==> config.mk <==
export PLATFORM = sky130hd
export DESIGN_NAME = csf_sfr_file
export DESIGN_NICKNAME = d
export VERILOG_FILES = /design/src/logic/csf_pkg.sv /design/src/logic/csf_sfr_file.sv /design/src/logic/csf_bank_mem.sv
export VERILOG_INCLUDE_DIRS = /design/src /design/src/logic
export SDC_FILE = /design/constraint.sdc
export NUM_CORES = 1
export LEC_CHECK = 0
export ABC_AREA = 1
export BUFFER_PORTS_ARGS = -buffer_cell sky130_fd_sc_hd__buf_2
export CAP_MARGIN = 40
export CELL_PAD_IN_SITES_DETAIL_PLACEMENT = 0
export CELL_PAD_IN_SITES_GLOBAL_PLACEMENT = 1
export CORE_UTILIZATION = 41
export CTS_CLUSTER_DIAMETER = 60
export CTS_CLUSTER_SIZE = 10
export DETAILED_ROUTE_END_ITERATION = 7
export GPL_TIMING_DRIVEN = 0
export PLACE_DENSITY_LB_ADDON = 0.1
export REMOVE_ABC_BUFFERS = 1
export SYNTH_ARGS = -nofsm -noshare
export SYNTH_HDL_FRONTEND = slang
export SYNTH_SLANG_ARGS = --single-unit
==> constraint.sdc <==
create_clock -name clk -period 2.2 [get_ports clk]
set_input_delay 0.11 -clock clk [delete_from_list [all_inputs] [get_ports clk]]
set_output_delay 0.11 -clock clk [all_outputs]
set_load 0.02 [all_outputs]
==> src/logic/csf_map.svh <==
`ifndef CSF_MAP_SVH
`define CSF_MAP_SVH

// ----------------------------------------
// Register offsets
// ----------------------------------------
`define CSF_ADR_P0_LOW   8'h82
`define CSF_ADR_P0_HIGH  8'h83
`define CSF_ADR_P1_LOW   8'h84
`define CSF_ADR_P1_HIGH  8'h85
`define CSF_ADR_CHOICE   8'h92
`define CSF_ADR_WINDOW   8'h9F
`define CSF_ADR_ARBITER  8'hC7
`define CSF_ADR_FLAGS    8'hD0
`define CSF_ADR_OPERAND  8'hE0
`define CSF_ADR_SECOND   8'hF0

// ----------------------------------------
// Fields and reset values
// ----------------------------------------
`define CSF_WIN_RESET    2'h1
`define CSF_ARB_WIN_LO   4
`define CSF_ARB_UNIF     6
`define CSF_ARB_CDIS     1
`define CSF_BIT_CY       7
`define CSF_BIT_AC       6
`define CSF_BIT_UA       5
`define CSF_BIT_RS_LO    3
`define CSF_BIT_OV       2
`define CSF_BIT_UB       1
`define CSF_BIT_PAR      0
`define CSF_ZERO8        8'h00
`define CSF_BANK_BASE    8'h00
`define CSF_BANK_TOP     8'h1F
`define CSF_XBANK_BASE   16'hFF00
`define CSF_XBANK_TOP    16'hFF1F
`define CSF_WIN_LOW      16'h8000
`endif

==> src/logic/csf_pkg.sv <==
package csf_pkg;
  // SFR bus access
  typedef struct packed {
    logic       rd;
    logic       wr;
    logic [7:0] addr;
    logic [7:0] wdata;
  } csf_sfr_req_t;
  // Bit access on bit-addressable registers
  typedef struct packed {
    logic       wr;
    logic [7:0] addr;
    logic [2:0] bitsel;
    logic       value;
  } csf_bit_req_t;
  // Flag update from datapath arithmetic
  typedef struct packed {
    logic upd;
    logic cy;
    logic ac;
    logic ov;
  } csf_flag_upd_t;
  // Working register access (DATA or XDATA alias)
  typedef struct packed {
    logic        rd;
    logic        wr;
    logic        xdata;
    logic [15:0] addr;
    logic [7:0]  wdata;
  } csf_bank_req_t;
endpackage

==> src/logic/csf_sfr_file.sv <==
`timescale 1ns/1ps
`include "csf_map.svh"
module csf_sfr_file (
  // Clock and reset
  input  wire logic                  clk,
  input  wire logic                  sys_rst,
  // SFR bus
  input  wire csf_pkg::csf_sfr_req_t sfr_req,
  output logic                [7:0]  sfr_rdata,
  // Bit access
  input  wire csf_pkg::csf_bit_req_t bit_req,
  output logic                       bit_rdata,
  // Datapath
  input  wire csf_pkg::csf_flag_upd_t flag_upd,
  input  wire logic                  operand_we,
  input  wire logic           [7:0]  operand_wdata,
  input  wire logic                  dptr_we,
  input  wire logic          [15:0]  dptr_wdata,
  input  wire csf_pkg::csf_bank_req_t bank_req,
  output logic                [7:0]  bank_rdata,
  output logic                       bank_hit,
  // Views
  input  wire logic          [15:0]  code_addr,
  output logic               [16:0]  code_phys,
  output logic               [15:0]  dptr_active,
  output logic                [7:0]  operand_out,
  output logic                [7:0]  second_out,
  output logic                [7:0]  flags_out,
  output logic                [7:0]  arbiter_out
);
  // ----------------------------------------
  // Storage
  // ----------------------------------------
  logic [15:0] p0_reg, p0_next, p1_reg, p1_next;
  logic        choice_reg, choice_next;
  logic [1:0]  win_reg, win_next;
  logic        unif_reg, unif_next, cdis_reg, cdis_next;
  logic [7:0]  flags_reg, flags_next;
  logic [7:0]  op_reg, op_next, sec_reg, sec_next;
  logic [7:0]  rd_next;
  logic [16:0] phys_next;
  logic        bit_next;

  function automatic logic [7:0] bit_set(input logic [7:0] v, input logic [2:0] s,
                                         input logic b);
    logic [7:0] r;
    r    = v;
    r[s] = b;
    return r;
  endfunction

  function automatic logic hit(input csf_pkg::csf_sfr_req_t q, input logic [7:0] a);
    return q.wr && (q.addr == a);
  endfunction

  // ----------------------------------------
  // Write decode
  // ----------------------------------------
  wire w_p0l = hit(sfr_req, `CSF_ADR_P0_LOW);
  wire w_p0h = hit(sfr_req, `CSF_ADR_P0_HIGH);
  wire w_p1l = hit(sfr_req, `CSF_ADR_P1_LOW);
  wire w_p1h = hit(sfr_req, `CSF_ADR_P1_HIGH);
  wire w_ch  = hit(sfr_req, `CSF_ADR_CHOICE);
  wire w_win = hit(sfr_req, `CSF_ADR_WINDOW);
  wire w_arb = hit(sfr_req, `CSF_ADR_ARBITER);
  wire w_fl  = hit(sfr_req, `CSF_ADR_FLAGS);
  wire w_op  = hit(sfr_req, `CSF_ADR_OPERAND);
  wire w_sec = hit(sfr_req, `CSF_ADR_SECOND);
  wire b_fl  = bit_req.wr && (bit_req.addr == `CSF_ADR_FLAGS);
  wire b_op  = bit_req.wr && (bit_req.addr == `CSF_ADR_OPERAND);
  wire b_sec = bit_req.wr && (bit_req.addr == `CSF_ADR_SECOND);

  // Datapath pointer write goes to the selected pointer
  assign p0_next = (dptr_we && !choice_reg) ? dptr_wdata :
                   {w_p0h ? sfr_req.wdata : p0_reg[15:8],
                    w_p0l ? sfr_req.wdata : p0_reg[7:0]};
  assign p1_next = (dptr_we && choice_reg) ? dptr_wdata :
                   {w_p1h ? sfr_req.wdata : p1_reg[15:8],
                    w_p1l ? sfr_req.wdata : p1_reg[7:0]};
  // Only bit 0 is stored, upper bits ignored
  assign choice_next = w_ch ? sfr_req.wdata[0] : choice_reg;
  // One copy of the window, two addresses write it
  assign win_next = w_win ? sfr_req.wdata[1:0] :
                    w_arb ? sfr_req.wdata[`CSF_ARB_WIN_LO +: 2] :
                    win_reg;
  assign unif_next = w_arb ? sfr_req.wdata[`CSF_ARB_UNIF] : unif_reg;
  assign cdis_next = w_arb ? sfr_req.wdata[`CSF_ARB_CDIS] : cdis_reg;

  assign op_next  = operand_we ? operand_wdata :
                    w_op ? sfr_req.wdata :
                    b_op ? bit_set(op_reg, bit_req.bitsel, bit_req.value) : op_reg;
  assign sec_next = w_sec ? sfr_req.wdata :
                    b_sec ? bit_set(sec_reg, bit_req.bitsel, bit_req.value) :
                    sec_reg;

  // Flags: software write beats bit write, then arithmetic update wins on CY, AC and OV
  logic [7:0] fl_sw;
  assign fl_sw = w_fl ? sfr_req.wdata :
                 b_fl ? bit_set(flags_reg, bit_req.bitsel, bit_req.value) :
                 flags_reg;
  always_comb begin
    flags_next = fl_sw;
    if (flag_upd.upd) begin
      flags_next[`CSF_BIT_CY] = flag_upd.cy;
      flags_next[`CSF_BIT_AC] = flag_upd.ac;
      flags_next[`CSF_BIT_OV] = flag_upd.ov;
    end
    // Parity tracks the operand as it will be, never stored stale
    flags_next[`CSF_BIT_PAR] = ^op_next;
  end

  // ----------------------------------------
  // Read mux
  // ----------------------------------------
  always_comb begin
    unique case (sfr_req.addr)
      `CSF_ADR_P0_LOW:  rd_next = p0_reg[7:0];
      `CSF_ADR_P0_HIGH: rd_next = p0_reg[15:8];
      `CSF_ADR_P1_LOW:  rd_next = p1_reg[7:0];
      `CSF_ADR_P1_HIGH: rd_next = p1_reg[15:8];
      `CSF_ADR_CHOICE:  rd_next = {7'h00, choice_reg};
      `CSF_ADR_WINDOW:  rd_next = {6'h00, win_reg};
      `CSF_ADR_ARBITER: rd_next = {1'b0, unif_reg, win_reg, 2'h0, cdis_reg, 1'b1};
      `CSF_ADR_FLAGS:   rd_next = flags_reg;
      `CSF_ADR_OPERAND: rd_next = op_reg;
      `CSF_ADR_SECOND:  rd_next = sec_reg;
      default:          rd_next = `CSF_ZERO8;
    endcase
  end
  assign bit_next = (bit_req.addr == `CSF_ADR_FLAGS)   ? flags_reg[bit_req.bitsel] :
                    (bit_req.addr == `CSF_ADR_OPERAND) ? op_reg[bit_req.bitsel] :
                    (bit_req.addr == `CSF_ADR_SECOND)  ? sec_reg[bit_req.bitsel] :
                    1'b0;

  // Upper half of code space goes through the window
  assign phys_next = code_addr[15] ? {win_reg, code_addr[14:0]} :
                                     {2'h0, code_addr[14:0]};

  // ----------------------------------------
  // Working banks
  // ----------------------------------------
  wire in_data = !bank_req.xdata && (bank_req.addr[15:5] == 11'h000);
  wire in_x    = bank_req.xdata && (bank_req.addr >= `CSF_XBANK_BASE) &&
                 (bank_req.addr <= `CSF_XBANK_TOP);
  wire bank_sel = in_data || in_x;
  // A register number 0..7 maps into the bank chosen by the flags
  wire       bank_rn = bank_req.addr[15];
  wire [4:0] bank_a  = bank_rn ? {flags_reg[`CSF_BIT_RS_LO +: 2], bank_req.addr[2:0]} :
                                 bank_req.addr[4:0];
  wire bank_ok = bank_sel || (bank_rn && !bank_req.xdata);
  logic hit_reg;

  csf_bank_mem u_bank (
    .clk   (clk),
    .we    (bank_req.wr && bank_ok),
    .addr  (bank_a),
    .wdata (bank_req.wdata),
    .rdata (bank_rdata)
  );

  // ----------------------------------------
  // Registers
  // ----------------------------------------
  always_ff @(posedge clk) begin
    if (sys_rst) begin
      p0_reg     <= 16'h0000;
      p1_reg     <= 16'h0000;
      choice_reg <= 1'b0;
      win_reg    <= `CSF_WIN_RESET;
      unif_reg   <= 1'b0;
      cdis_reg   <= 1'b0;
      flags_reg  <= `CSF_ZERO8;
      op_reg     <= `CSF_ZERO8;
      sec_reg    <= `CSF_ZERO8;
      sfr_rdata  <= `CSF_ZERO8;
      bit_rdata  <= 1'b0;
      code_phys  <= 17'h00000;
      hit_reg    <= 1'b0;
    end else begin
      p0_reg     <= p0_next;
      p1_reg     <= p1_next;
      choice_reg <= choice_next;
      win_reg    <= win_next;
      unif_reg   <= unif_next;
      cdis_reg   <= cdis_next;
      flags_reg  <= flags_next;
      op_reg     <= op_next;
      sec_reg    <= sec_next;
      sfr_rdata  <= rd_next;
      bit_rdata  <= bit_next;
      code_phys  <= phys_next;
      hit_reg    <= bank_req.rd && bank_ok;
    end
  end
  assign bank_hit    = hit_reg;
  assign dptr_active = choice_reg ? p1_reg : p0_reg;
  assign operand_out = op_reg;
  assign second_out  = sec_reg;
  assign flags_out   = flags_reg;
  assign arbiter_out = {1'b0, unif_reg, win_reg, 2'h0, cdis_reg, 1'b1};

  // ----------------------------------------
  // Checks
  // ----------------------------------------
  a_parity_tracks: assert property (@(posedge clk) disable iff (sys_rst)
    flags_reg[`CSF_BIT_PAR] == ^op_reg) else $error("parity flag wrong");
  a_window_alias: assert property (@(posedge clk) disable iff (sys_rst)
    w_arb && !w_win |=> win_reg == $past(sfr_req.wdata[5:4])) else $error("alias lost");
  a_window_reset: assert property (@(posedge clk)
    sys_rst |=> win_reg == 2'h1) else $error("window reset wrong");
  a_window_map: assert property (@(posedge clk) disable iff (sys_rst)
    code_addr[15] |=> code_phys[16:15] == $past(win_reg))
    else $error("window map wrong");
  a_carry_update: assert property (@(posedge clk) disable iff (sys_rst)
    flag_upd.upd |=> flags_reg[7] == $past(flag_upd.cy)) else $error("carry not updated");
  a_nibble_update: assert property (@(posedge clk) disable iff (sys_rst)
    flag_upd.upd |=> flags_reg[6] == $past(flag_upd.ac)) else $error("nibble carry wrong");
  a_range_update: assert property (@(posedge clk) disable iff (sys_rst)
    flag_upd.upd |=> flags_reg[2] == $past(flag_upd.ov)) else $error("overflow wrong");
  a_choice_sel: assert property (@(posedge clk) disable iff (sys_rst)
    dptr_active == (choice_reg ? p1_reg : p0_reg)) else $error("pointer select wrong");
  a_choice_zero: assert property (@(posedge clk) disable iff (sys_rst)
    sfr_req.addr == `CSF_ADR_CHOICE |=> sfr_rdata[7:1] == 7'h00)
    else $error("unused choice bits set");
  a_user_hold: assert property (@(posedge clk) disable iff (sys_rst)
    !w_fl && !b_fl |=> flags_reg[5] == $past(flags_reg[5])) else $error("user flag moved");
endmodule

==> src/logic/csf_bank_mem.sv <==
`timescale 1ns/1ps
`include "csf_map.svh"
module csf_bank_mem (
  // Clock
  input  wire logic       clk,
  // Port
  input  wire logic       we,
  input  wire logic [4:0] addr,
  input  wire logic [7:0] wdata,
  output logic      [7:0] rdata
);
  logic [7:0] mem [0:31];

  always_ff @(posedge clk) begin
    if (we) begin
      mem[addr] <= wdata;
    end
    rdata <= mem[addr];
  end
endmodule

==> results.toml, run 1 <==
[place]
portBuffers = 183
hpwl_um = 29400
dp_cells = 1991
place_congestion = 0.8642

[sta]
fin_worst_skew_ns = 0.01627
max_clock_freq_ghz = 0.4640
slew_headroom_pct = 39.41
rsz0062_at_grt = "yes"
finalCritPeriodShare_pct = 97.96
setup_viol = 0
setup_tns_ns = 0
maxSlewViolCount = 0
hold_violations = 0
worst_slew_pin_slew_ns = 0.9067
finalCriticalPeriod_ns = 2.155

[worst_setup_path]
critical_path_class = "input port to register"
r2r_cells = 9
reg2reg_to = "u_bank.rdata[5]$_DFF_P_"
cp.arrival_ns = 2.33
slowest_stage = "nor2_2"
path_delay_family = "simple AND/OR/NAND/NOR gates"
slowest_delay_ns = 0.63
required_ns = 2.38
endpoint = "u_bank.mem[25][5]$_DFFE_PP_"
r2r_start = "flags_out[3]$_SDFFE_PP0P_"
crit_buf_inv = 1
cp_max_fo = 8
critPathCaptureType = "register"
path_cells = "buf_2, nor3_1, nand2_1, nor3_1, o221ai_1, nor2_1, nand2_1, nor2_2"
cp-start-kind = "input port"
crit_start = "bank_req[17]"
path_depth = 8
timing.reg2reg.setup_slack_ns = 0.12

[status]
status = "finished clean"

[clocking]
htree_levels = 2
cts_tree = "built"
clock-root-buffer = "clkbuf_16"
clk_latency_ns = 0.54
clk_pin_slew_ns = 0.05
cts_sinks = 352
clockBufferDepth = 3
cts_buffers = 42

[final_layout]
num-fill-cells = 3232
syn_to_final_growth_pct = 24.22
fin_nets = 1740
largest_register_ff_count = 256
biggestRegsByFlops = "u_bank.mem: 256 flops, code_phys: 17 flops"
drive_gt1_share_pct = 19.63
top_register = "u_bank.mem"
instances_no_fill = 2128

[routing]
drc_errors = 0
drt_iter0_drc = 839
wl_um = 44050
post_drt_wl_per_cell_um = 20.70
num_vias = 11450
vias_per_cell = 5.380
firstDrtPassIters = 5
ant_nets = 0

[power]
pwr_density_cell_nw_per_um2 = 807.3
ir_worst_vdd_mv = 0.7795
p_leak_nw = 6.892
power.total_mw = 14.83

[die]
row_count = 69
coreArea_um2 = 35480
die_area_um2 = 36820
ioPinCount = 189
die_y_um = 191.9
start_util_pct = 41.67
die_x_um = 191.9

[logic_synthesis]
syn_area_um2 = 14780
yosysWarningCount = 0
async_flop_share_pct = 0
avgSynthCellArea_um2 = 10.55
synth_enable_flop_cells = 256
ys_seq_area_share_pct = 65.00
netlist_instances = 1402
ys_ff_latch = 352
synth_cell_types = 43
synth_flop_cell = "edfxtp_1"

[grt]
grt_pass1_wl_um = 65060
grt_max_degree = 38
antenna_found_initial = 1
use_met3_pct = 3.106
grt_overflow = 0
grt_use_met1_pct = 30.68
grt_pass1_vias = 10850
globalRouteTotalUtil_pct = 23.83
top_usage_layer = "met2"
met2_usage_pct = 40.99

[run]
timing.max_cap.violations = 0

[worst_hold_path]
hold_path_class = "input port to register"
hp-start = "dptr_wdata[1]"
## tightest hold or removal path, cell delays in order
cell and delay (ns):
buf_2 0.09, inv_1 0.05, o21ai_0 0.10, nand2_1 0.08, a21oi_1 0.06
## area by class of cell
class | count | area (um2) | share of cell area (%)
repair buffers | 254 | 1744 | 9.497
inverters | 161 | 616.8 | 3.359
diodes | 1 | 2.502 | 0.01363
clock buffers | 72 | 1206 | 6.568
well taps | 461 | 576.8 | 3.141
flip-flops and latches | 352 | 9613 | 52.34
multi-input cells | 823 | 4561 | 24.83
clock inverters | 4 | 45.04 | 0.2453
## routing by layer
metal | part of all wire, % | vias to the layer above
li1 | - | 5507
met1 | 43 | 5505
met2 | 49 | 362
met3 | 4.9 | 75
met4 | 2.9 | 0
met5 | 0 | -
## synth_stat cells (4+ instances only)
cell | n | area [um2]
edfxtp_1 | 256 | 7687
a21oi_1 | 113 | 565.5
buf_4 | 10 | 75.07
o21ai_0 | 94 | 470.5
nand3_1 | 36 | 180.2
dfxtp_1 | 96 | 1922
inv_1 | 159 | 596.8
nor3_1 | 21 | 105.1
nor4_1 | 19 | 118.9
buf_2 | 8 | 40.04
nand4_1 | 14 | 87.58
o221ai_1 | 5 | 43.79
o22ai_1 | 15 | 93.84
a211oi_1 | 4 | 30.03
nor2_1 | 117 | 439.2
a22oi_1 | 128 | 960.9
clkbuf_1 | 45 | 168.9
a31oi_1 | 20 | 125.1
nand2_1 | 199 | 747.0
nor2_2 | 5 | 31.28
## through the flow
stage / cell area, um2 / util (%) / setup WS (ns) / hold slack [ns]
floorplan: 14470 / - / -1.370 / 0.1791
global placement: 15970 / 45.00 / -4.826 / 0.3099
detailed placement: 16200 / 45.65 / -0.7841 / 0.3166
CTS: 18300 / 51.58 / 0.02277 / 0.003485
global route: 18370 / 51.76 / -0.08430 / 0.03763
finish: 18370 / 51.76 / 0.04492 / 0.01615
## how the worst min path moves through the flow
stage / end / cells after the start / slack (ns)
floorplan: flags_out[1]$_SDFFE_PP0P_ / 1 / 0.18
global placement: code_phys[3]$_SDFF_PP0_ / 3 / 0.31
detailed placement: code_phys[9]$_SDFF_PP0_ / 3 / 0.32
CTS: flags_out[2]$_SDFFE_PP0P_ / 4 / 0.003
global route: code_phys[9]$_SDFF_PP0_ / 2 / 0.04
finish: p0_reg[1]$_SDFFE_PP0P_ / 5 / 0.02
## kinds of logic after synthesis
| group | count (synthesis) | synth area share [%] |
|---|---|---|
| other | 2 | 0.05080 |
| AO/OA/AOI/OAI | 399 | 16.66 |
| buffers and inverters | 229 | 6.237 |
| flip-flops | 352 | 65.00 |
| AND/OR/NAND/NOR | 418 | 11.93 |
| XOR/XNOR | 2 | 0.1185 |
## cells in the final DEF, fill, tap and decap left out, drive strengths merged, types with 72 or more instances in the layout
cell type  netlist  routed
buf             23     200
nand2          202     202
a21oi          113     113
nor2           122     122
edfxtp         256     256
dfxtp           96      96
clkbuf          45      72
inv            160     160
a22oi          128     128
o21ai           96      96
## report_power, final
| part | internal [mW] | leakage (nW) | switching [mW] |
|---|---|---|---|
| combinational | 0.407 | 3.21 | 0.793 |
| sequential | 7.19 | 3.09 | 0.0480 |
| clock | 3.73 | 0.594 | 2.66 |
## repair_timing
action,4_1_cts,5_1_grt
hold buffers,54,0
pin swaps,1,1
buffers inserted,5,1
gates resized for setup,80,9
endpoints found under the setup margin,302,224
endpoints found under the hold margin,58,0
Note: power is estimated with default switching activity, not from simulation.
==> run 2: changes to the inputs <==
--- a/config.mk
+++ b/config.mk
@@ -11,6 +11,7 @@
 export CAP_MARGIN = 40
 export CELL_PAD_IN_SITES_DETAIL_PLACEMENT = 0
 export CELL_PAD_IN_SITES_GLOBAL_PLACEMENT = 1
+export CORE_MARGIN = 2
 export CORE_UTILIZATION = 41
 export CTS_CLUSTER_DIAMETER = 60
 export CTS_CLUSTER_SIZE = 10
==> results.toml, run 2 (same netlist as run 1, synthesis figures left out) <==
[status]
status = "finished clean"

[run]
timing.max_cap.violations = 0

[clocking]
clock-root-buffer = "clkbuf_16"
htree_levels = 2
cts_buffers = 43
clockBufferDepth = 3
cts_tree = "built"
clk_pin_slew_ns = 0.05
clk_latency_ns = 0.53
cts_sinks = 352

[grt]
globalRouteTotalUtil_pct = 23.28
grt_max_degree = 41
grt_overflow = 0
grt_pass1_vias = 11250
grt_pass1_wl_um = 67070
antenna_found_initial = 1

[worst_setup_path]
path_cells = "inv_1, nand2_1, o21ai_2, inv_1, nor3_2, inv_4, nor2_2"
crit_path_frequent_cell = "inv_1"
required_ns = 2.36
path_delay_family = "simple AND/OR/NAND/NOR gates"
crit_buf_inv = 3
r2r_start = "flags_out[3]$_SDFFE_PP0P_"
r2r_cells = 7
critPathCaptureType = "register"
cp.arrival_ns = 2.30
timing.reg2reg.setup_slack_ns = 0.06
critical_path_class = "register to register"
cp-start-kind = "register"
reg2reg_to = "u_bank.mem[22][4]$_DFFE_PP_"
cp_max_fo = 12
slowest_stage = "nor2_2"
slowest_delay_ns = 0.43

[routing]
drc_errors = 0
vias_per_cell = 5.431
firstDrtPassIters = 5
drt_iter0_drc = 776
post_drt_wl_per_cell_um = 20.89
num_vias = 11630
wl_um = 44760
ant_nets = 0

[place]
place_area_um2 = 16200
portBuffers = 183
dp_cells = 1991
pre_cts_slack_ns = -0.7466
hpwl_um = 29820
place_congestion = 0.8570

[sta]
finalCritPeriodShare_pct = 97.23
fin_worst_skew_ns = 0.01424
whs_ns = 0.02095
max_clock_freq_ghz = 0.4675
postLayoutSetupSlackWorst_ns = 0.06092
rsz0062_at_grt = "yes"
maxSlewViolCount = 0
slew_headroom_pct = 39.66
hold_violations = 0
worst_slew_pin_slew_ns = 0.9029
finalCriticalPeriod_ns = 2.139
setup_viol = 0

[final_layout]
syn_to_final_growth_pct = 25.21
fin_area_um2 = 18510
biggestRegsByFlops = "u_bank.mem: 256 flops, code_phys: 17 flops"
num-fill-cells = 3262
drive_gt1_share_pct = 19.82
largest_register_ff_count = 256
final_core_util_pct = 52.04
fin_nets = 1755
final_common_cell = "edfxtp_1"
top_register = "u_bank.mem"
final_cell_mix = "256 x edfxtp_1, 196 x nand2_1, 183 x buf_2"
instances_no_fill = 2142

[die]
row_count = 69
ioPinCount = 189
die_x_um = 193.9
coreArea_um2 = 35570
die_y_um = 193.9
start_util_pct = 41.56
die_area_um2 = 37590

[power]
p_leak_nw = 6.974
ir_worst_vdd_mv = 0.5612
pwr_density_cell_nw_per_um2 = 801.0

[worst_hold_path]
whs_path_depth = 3
hold_path_class = "input port to register"
hp-start = "sfr_req[5]"
holdPathEnd = "second_out[5]$_SDFFE_PP0P_"
run 2: cell types whose count changed in the layout (fill, tap and decap cells not counted), sizes merged:
cell           previous run  this run
dlygate4sd3              54        67
clkinv                    2         8
buf                     200       199
clkbuf                   72        68
bufinv                    0         1
inv                     160       158
clkdlybuf4s18             0         1
run 2: metrics by stage:
stage          TNS (ns)  total power, mW
2_1_floorplan   -184.42            7.923
3_3_place_gp    -918.30            8.438
3_5_place_dp    -144.21            8.481
4_1_cts               0            14.94
5_1_grt          -3.017            15.33
6_report              0            14.83
run 2: final cells by class:
type	count	area [um2]	area share, %
antenna	1	2.502	0.01352
multi-input combinational	823	4593	24.81
inverter	161	621.8	3.359
tap	461	576.8	3.116
clock inverter	9	76.32	0.4123
timing repair buffer	268	1862	10.06
sequential	352	9613	51.93
clock buffer	67	1166	6.299
run 2: power breakdown:
group	switching [mW]	internal, mW
Sequential	0.0483	7.19
Clock	2.61	3.74
Combinational	0.808	0.427
run 2: how the worst max path moves through the flow:
stage                                          from                     endpoint  slack [ns]  cells after the start
final                     flags_out[3]$_SDFFE_PP0P_  u_bank.mem[22][4]$_DFFE_PP_        0.06                      7
after global routing                   bank_req[17]  u_bank.mem[28][1]$_DFFE_PP_       -0.07                      8
after CTS                              bank_req[17]  u_bank.mem[31][2]$_DFFE_PP_        0.02                      8
after detailed placement    choice_reg$_SDFFE_PP0P_       p0_reg[1]$_SDFFE_PP0P_       -0.75                      8
after global placement                  bank_req[8]   u_bank.mem[9][0]$_DFFE_PP_       -4.88                      5
after floorplan                         bank_req[8]  u_bank.mem[13][0]$_DFFE_PP_       -1.37                      4
run 2: worst reg2reg max path, stage by stage (launching register included):
cell	delay [ns]
dfxtp_1	0.32
inv_1	0.13
nand2_1	0.09
o21ai_2	0.20
inv_1	0.20
nor3_2	0.26
inv_4	0.15
nor2_2	0.43
run 2: routing by layer:
metal / global-route usage, % / up-vias / part of all wire, %
met3: 3.635 / 84 / 5.9
met5: 0 / - / 0
met4: 8.586 / 0 / 3.4
met2: 39.40 / 414 / 49
met1: 30.33 / 5592 / 42
li1: - / 5544 / -
run 2: timing repair:
action | CTS | global route
endpoints found under the hold margin | 55 | 1
buffers inserted | 5 | 2
hold buffers | 66 | 1
gates resized for setup | 69 | 30
pin swaps | 0 | 0
endpoints found under the setup margin | 302 | 114
==> run 3: changes to the inputs <==
==> constraint.sdc (replaced) <==
create_clock -name clk -period 2.23 [get_ports clk]
set_input_delay 0.1115 -clock clk [delete_from_list [all_inputs] [get_ports clk]]
set_output_delay 0.1115 -clock clk [all_outputs]
set_load 0.02 [all_outputs]
==> results.toml, run 3 (same netlist as run 1, synthesis figures left out) <==
[status]
status = "finished clean"

[place]
hpwl_um = 29820
place_area_um2 = 16200
portBuffers = 183
place_congestion = 0.8570

[worst_hold_path]
hp-start = "sfr_req[5]"
hold_path_class = "input port to register"
whs_path_depth = 3
holdPathEnd = "second_out[5]$_SDFFE_PP0P_"

[clocking]
cts_buffers = 43
cts_sinks = 352
clock-root-buffer = "clkbuf_16"
clk_pin_slew_ns = 0.05
clockBufferDepth = 3
htree_levels = 2
cts_tree = "built"
clk_latency_ns = 0.53

[power]
ir_worst_vdd_mv = 0.5560
power.total_mw = 14.62
p_int_mw = 11.20
p_comb_share_pct = 8.2
p_seq_share_pct = 48.9
clkPwrFrac_pct = 42.9
netSwitchingPower_mw = 3.415
p_leak_nw = 6.943
switching_share_pct = 23.36
pwr_density_cell_nw_per_um2 = 794.8

[die]
row_count = 69
start_util_pct = 41.56
ioPinCount = 189
coreArea_um2 = 35570
die_x_um = 193.9
die_y_um = 193.9
die_area_um2 = 37590

[grt]
grt_pass1_vias = 11250
grt_pass1_wl_um = 67080
globalRouteTotalUtil_pct = 23.27
grt_overflow = 0
antenna_found_initial = 1
grt_max_degree = 41

[routing]
num_vias = 11650
firstDrtPassIters = 6
drt_iter0_drc = 891
drc_errors = 0
post_drt_wl_per_cell_um = 20.86
ant_nets = 0
wl_um = 44600
vias_per_cell = 5.447

[run]
timing.max_cap.violations = 0

[worst_setup_path]
critical_path_class = "register to register"
cp-start-kind = "register"
cp_max_fo = 12
timing.reg2reg.setup_slack_ns = 0.08
reg2reg_to = "u_bank.rdata[7]$_DFF_P_"
required_ns = 2.69
critPathCaptureType = "register"
cp.arrival_ns = 2.61
r2r_cells = 10
r2r_start = "flags_out[4]$_SDFFE_PP0P_"

[final_layout]
final_cell_mix = "256 x edfxtp_1, 197 x nand2_1, 184 x buf_2"
drive_gt1_share_pct = 19.33
biggestRegsByFlops = "u_bank.mem: 256 flops, code_phys: 17 flops"
fin_nets = 1751
final_common_cell = "edfxtp_1"
top_register = "u_bank.mem"
largest_register_ff_count = 256
syn_to_final_growth_pct = 24.41
fin_area_um2 = 18390

[sta]
fin_worst_skew_ns = 0.01584
worst_slew_pin_slew_ns = 0.8053
max_clock_freq_ghz = 0.4653
slew_headroom_pct = 45.99
setup_viol = 0
hold_violations = 0
finalCritPeriodShare_pct = 96.38
rsz0062_at_grt = "yes"
finalCriticalPeriod_ns = 2.149
maxSlewViolCount = 0
## run 3: cell types whose count changed in the layout (fill, tap and decap cells not counted), moves of 2 or more
cell,previous run,this run
nor2_2,11,18
nor2_4,28,21
buf_4,8,6
dlygate4sd3_1,67,65
nor3_1,17,19
nor3_4,2,0
nor4_1,12,14
nor4_2,6,4
## run 3: layer usage
| metal | global-route usage, % | share of wire, % |
|---|---|---|
| met5 | 0 | 0 |
| met3 | 3.635 | 5.8 |
| met4 | 8.586 | 3.5 |
| met1 | 30.33 | 42 |
| met2 | 39.39 | 49 |
## run 3: worst max-delay path, cell delays in order, from the launching register on
cell and delay (ns):
dfxtp_1 0.31, inv_1 0.14, nand2_1 0.08, o21ai_2 0.15, inv_1 0.17, nor3_2 0.29, inv_4 0.17, a21oi_1 0.28
nor4_1 0.11, clkdlybuf4s18_2 0.27, nand2_1 0.09
## run 3: how the worst max path moves through the flow
stage	from	cells past startpoint	slack, ns	end
floorplan	bank_req[8]	4	-1.34	u_bank.mem[13][0]$_DFFE_PP_
global placement	bank_req[8]	5	-4.86	u_bank.mem[9][0]$_DFFE_PP_
detailed placement	choice_reg$_SDFFE_PP0P_	8	-0.72	p0_reg[1]$_SDFFE_PP0P_
CTS	bank_req[8]	6	0.0006	u_bank.mem[25][5]$_DFFE_PP_
global route	flags_out[4]$_SDFFE_PP0P_	7	-0.09	u_bank.mem[0][4]$_DFFE_PP_
finish	flags_out[4]$_SDFFE_PP0P_	10	0.08	u_bank.rdata[7]$_DFF_P_
## run 3: through the flow
step | setup WS [ns] | utilization, % | std cells | setup TNS, ns | hold WS (ns)
6_report | 0.08073 | 51.71 | 2138 | 0 | 0.01831
5_1_grt | -0.08794 | 51.71 | 2138 | -2.134 | 0.03642
4_1_cts | 0.0005564 | 51.55 | 2136 | 0 | 0.0002062
3_5_place_dp | -0.7166 | 45.55 | 1991 | -135.69 | 0.3173
3_3_place_gp | -4.855 | 44.89 | 1980 | -909.16 | 0.3099
2_1_floorplan | -1.341 | - | 1336 | -176.90 | 0.1806
## run 3: power by group through the flow
| stage | Combinational [mW] | Clock (mW) | Sequential, mW |
|---|---|---|---|
| final | 1.20 | 6.28 | 7.14 |
| after CTS | 1.20 | 6.39 | 7.14 |
| after global routing | 1.32 | 6.64 | 7.14 |
| after floorplan | 0.480 | 0 | 7.34 |
| after global placement | 1.05 | 0 | 7.28 |
| after detailed placement | 1.09 | 0 | 7.28 |
## run 3: layout make-up
type	count	area [um2]
Sequential cell	352	9613
Clock buffer	67	1166
Clock inverter	9	76.32
Multi-Input combinational cell	823	4517
Timing Repair Buffer	264	1824
Tap cell	461	576.8
Inverter	161	616.8
Fill cell	3270	17180
Antenna cell	1	2.502
## run 3: repair_timing
| action | in CTS | in global routing |
|---|---|---|
| cloned | 0 | 0 |
| hold buffers | 64 | 1 |
| endpoints found under the hold margin | 53 | 1 |
| setup buffers | 5 | 0 |
| setup endpoints to repair | 302 | 118 |
| gates resized for setup | 65 | 15 |
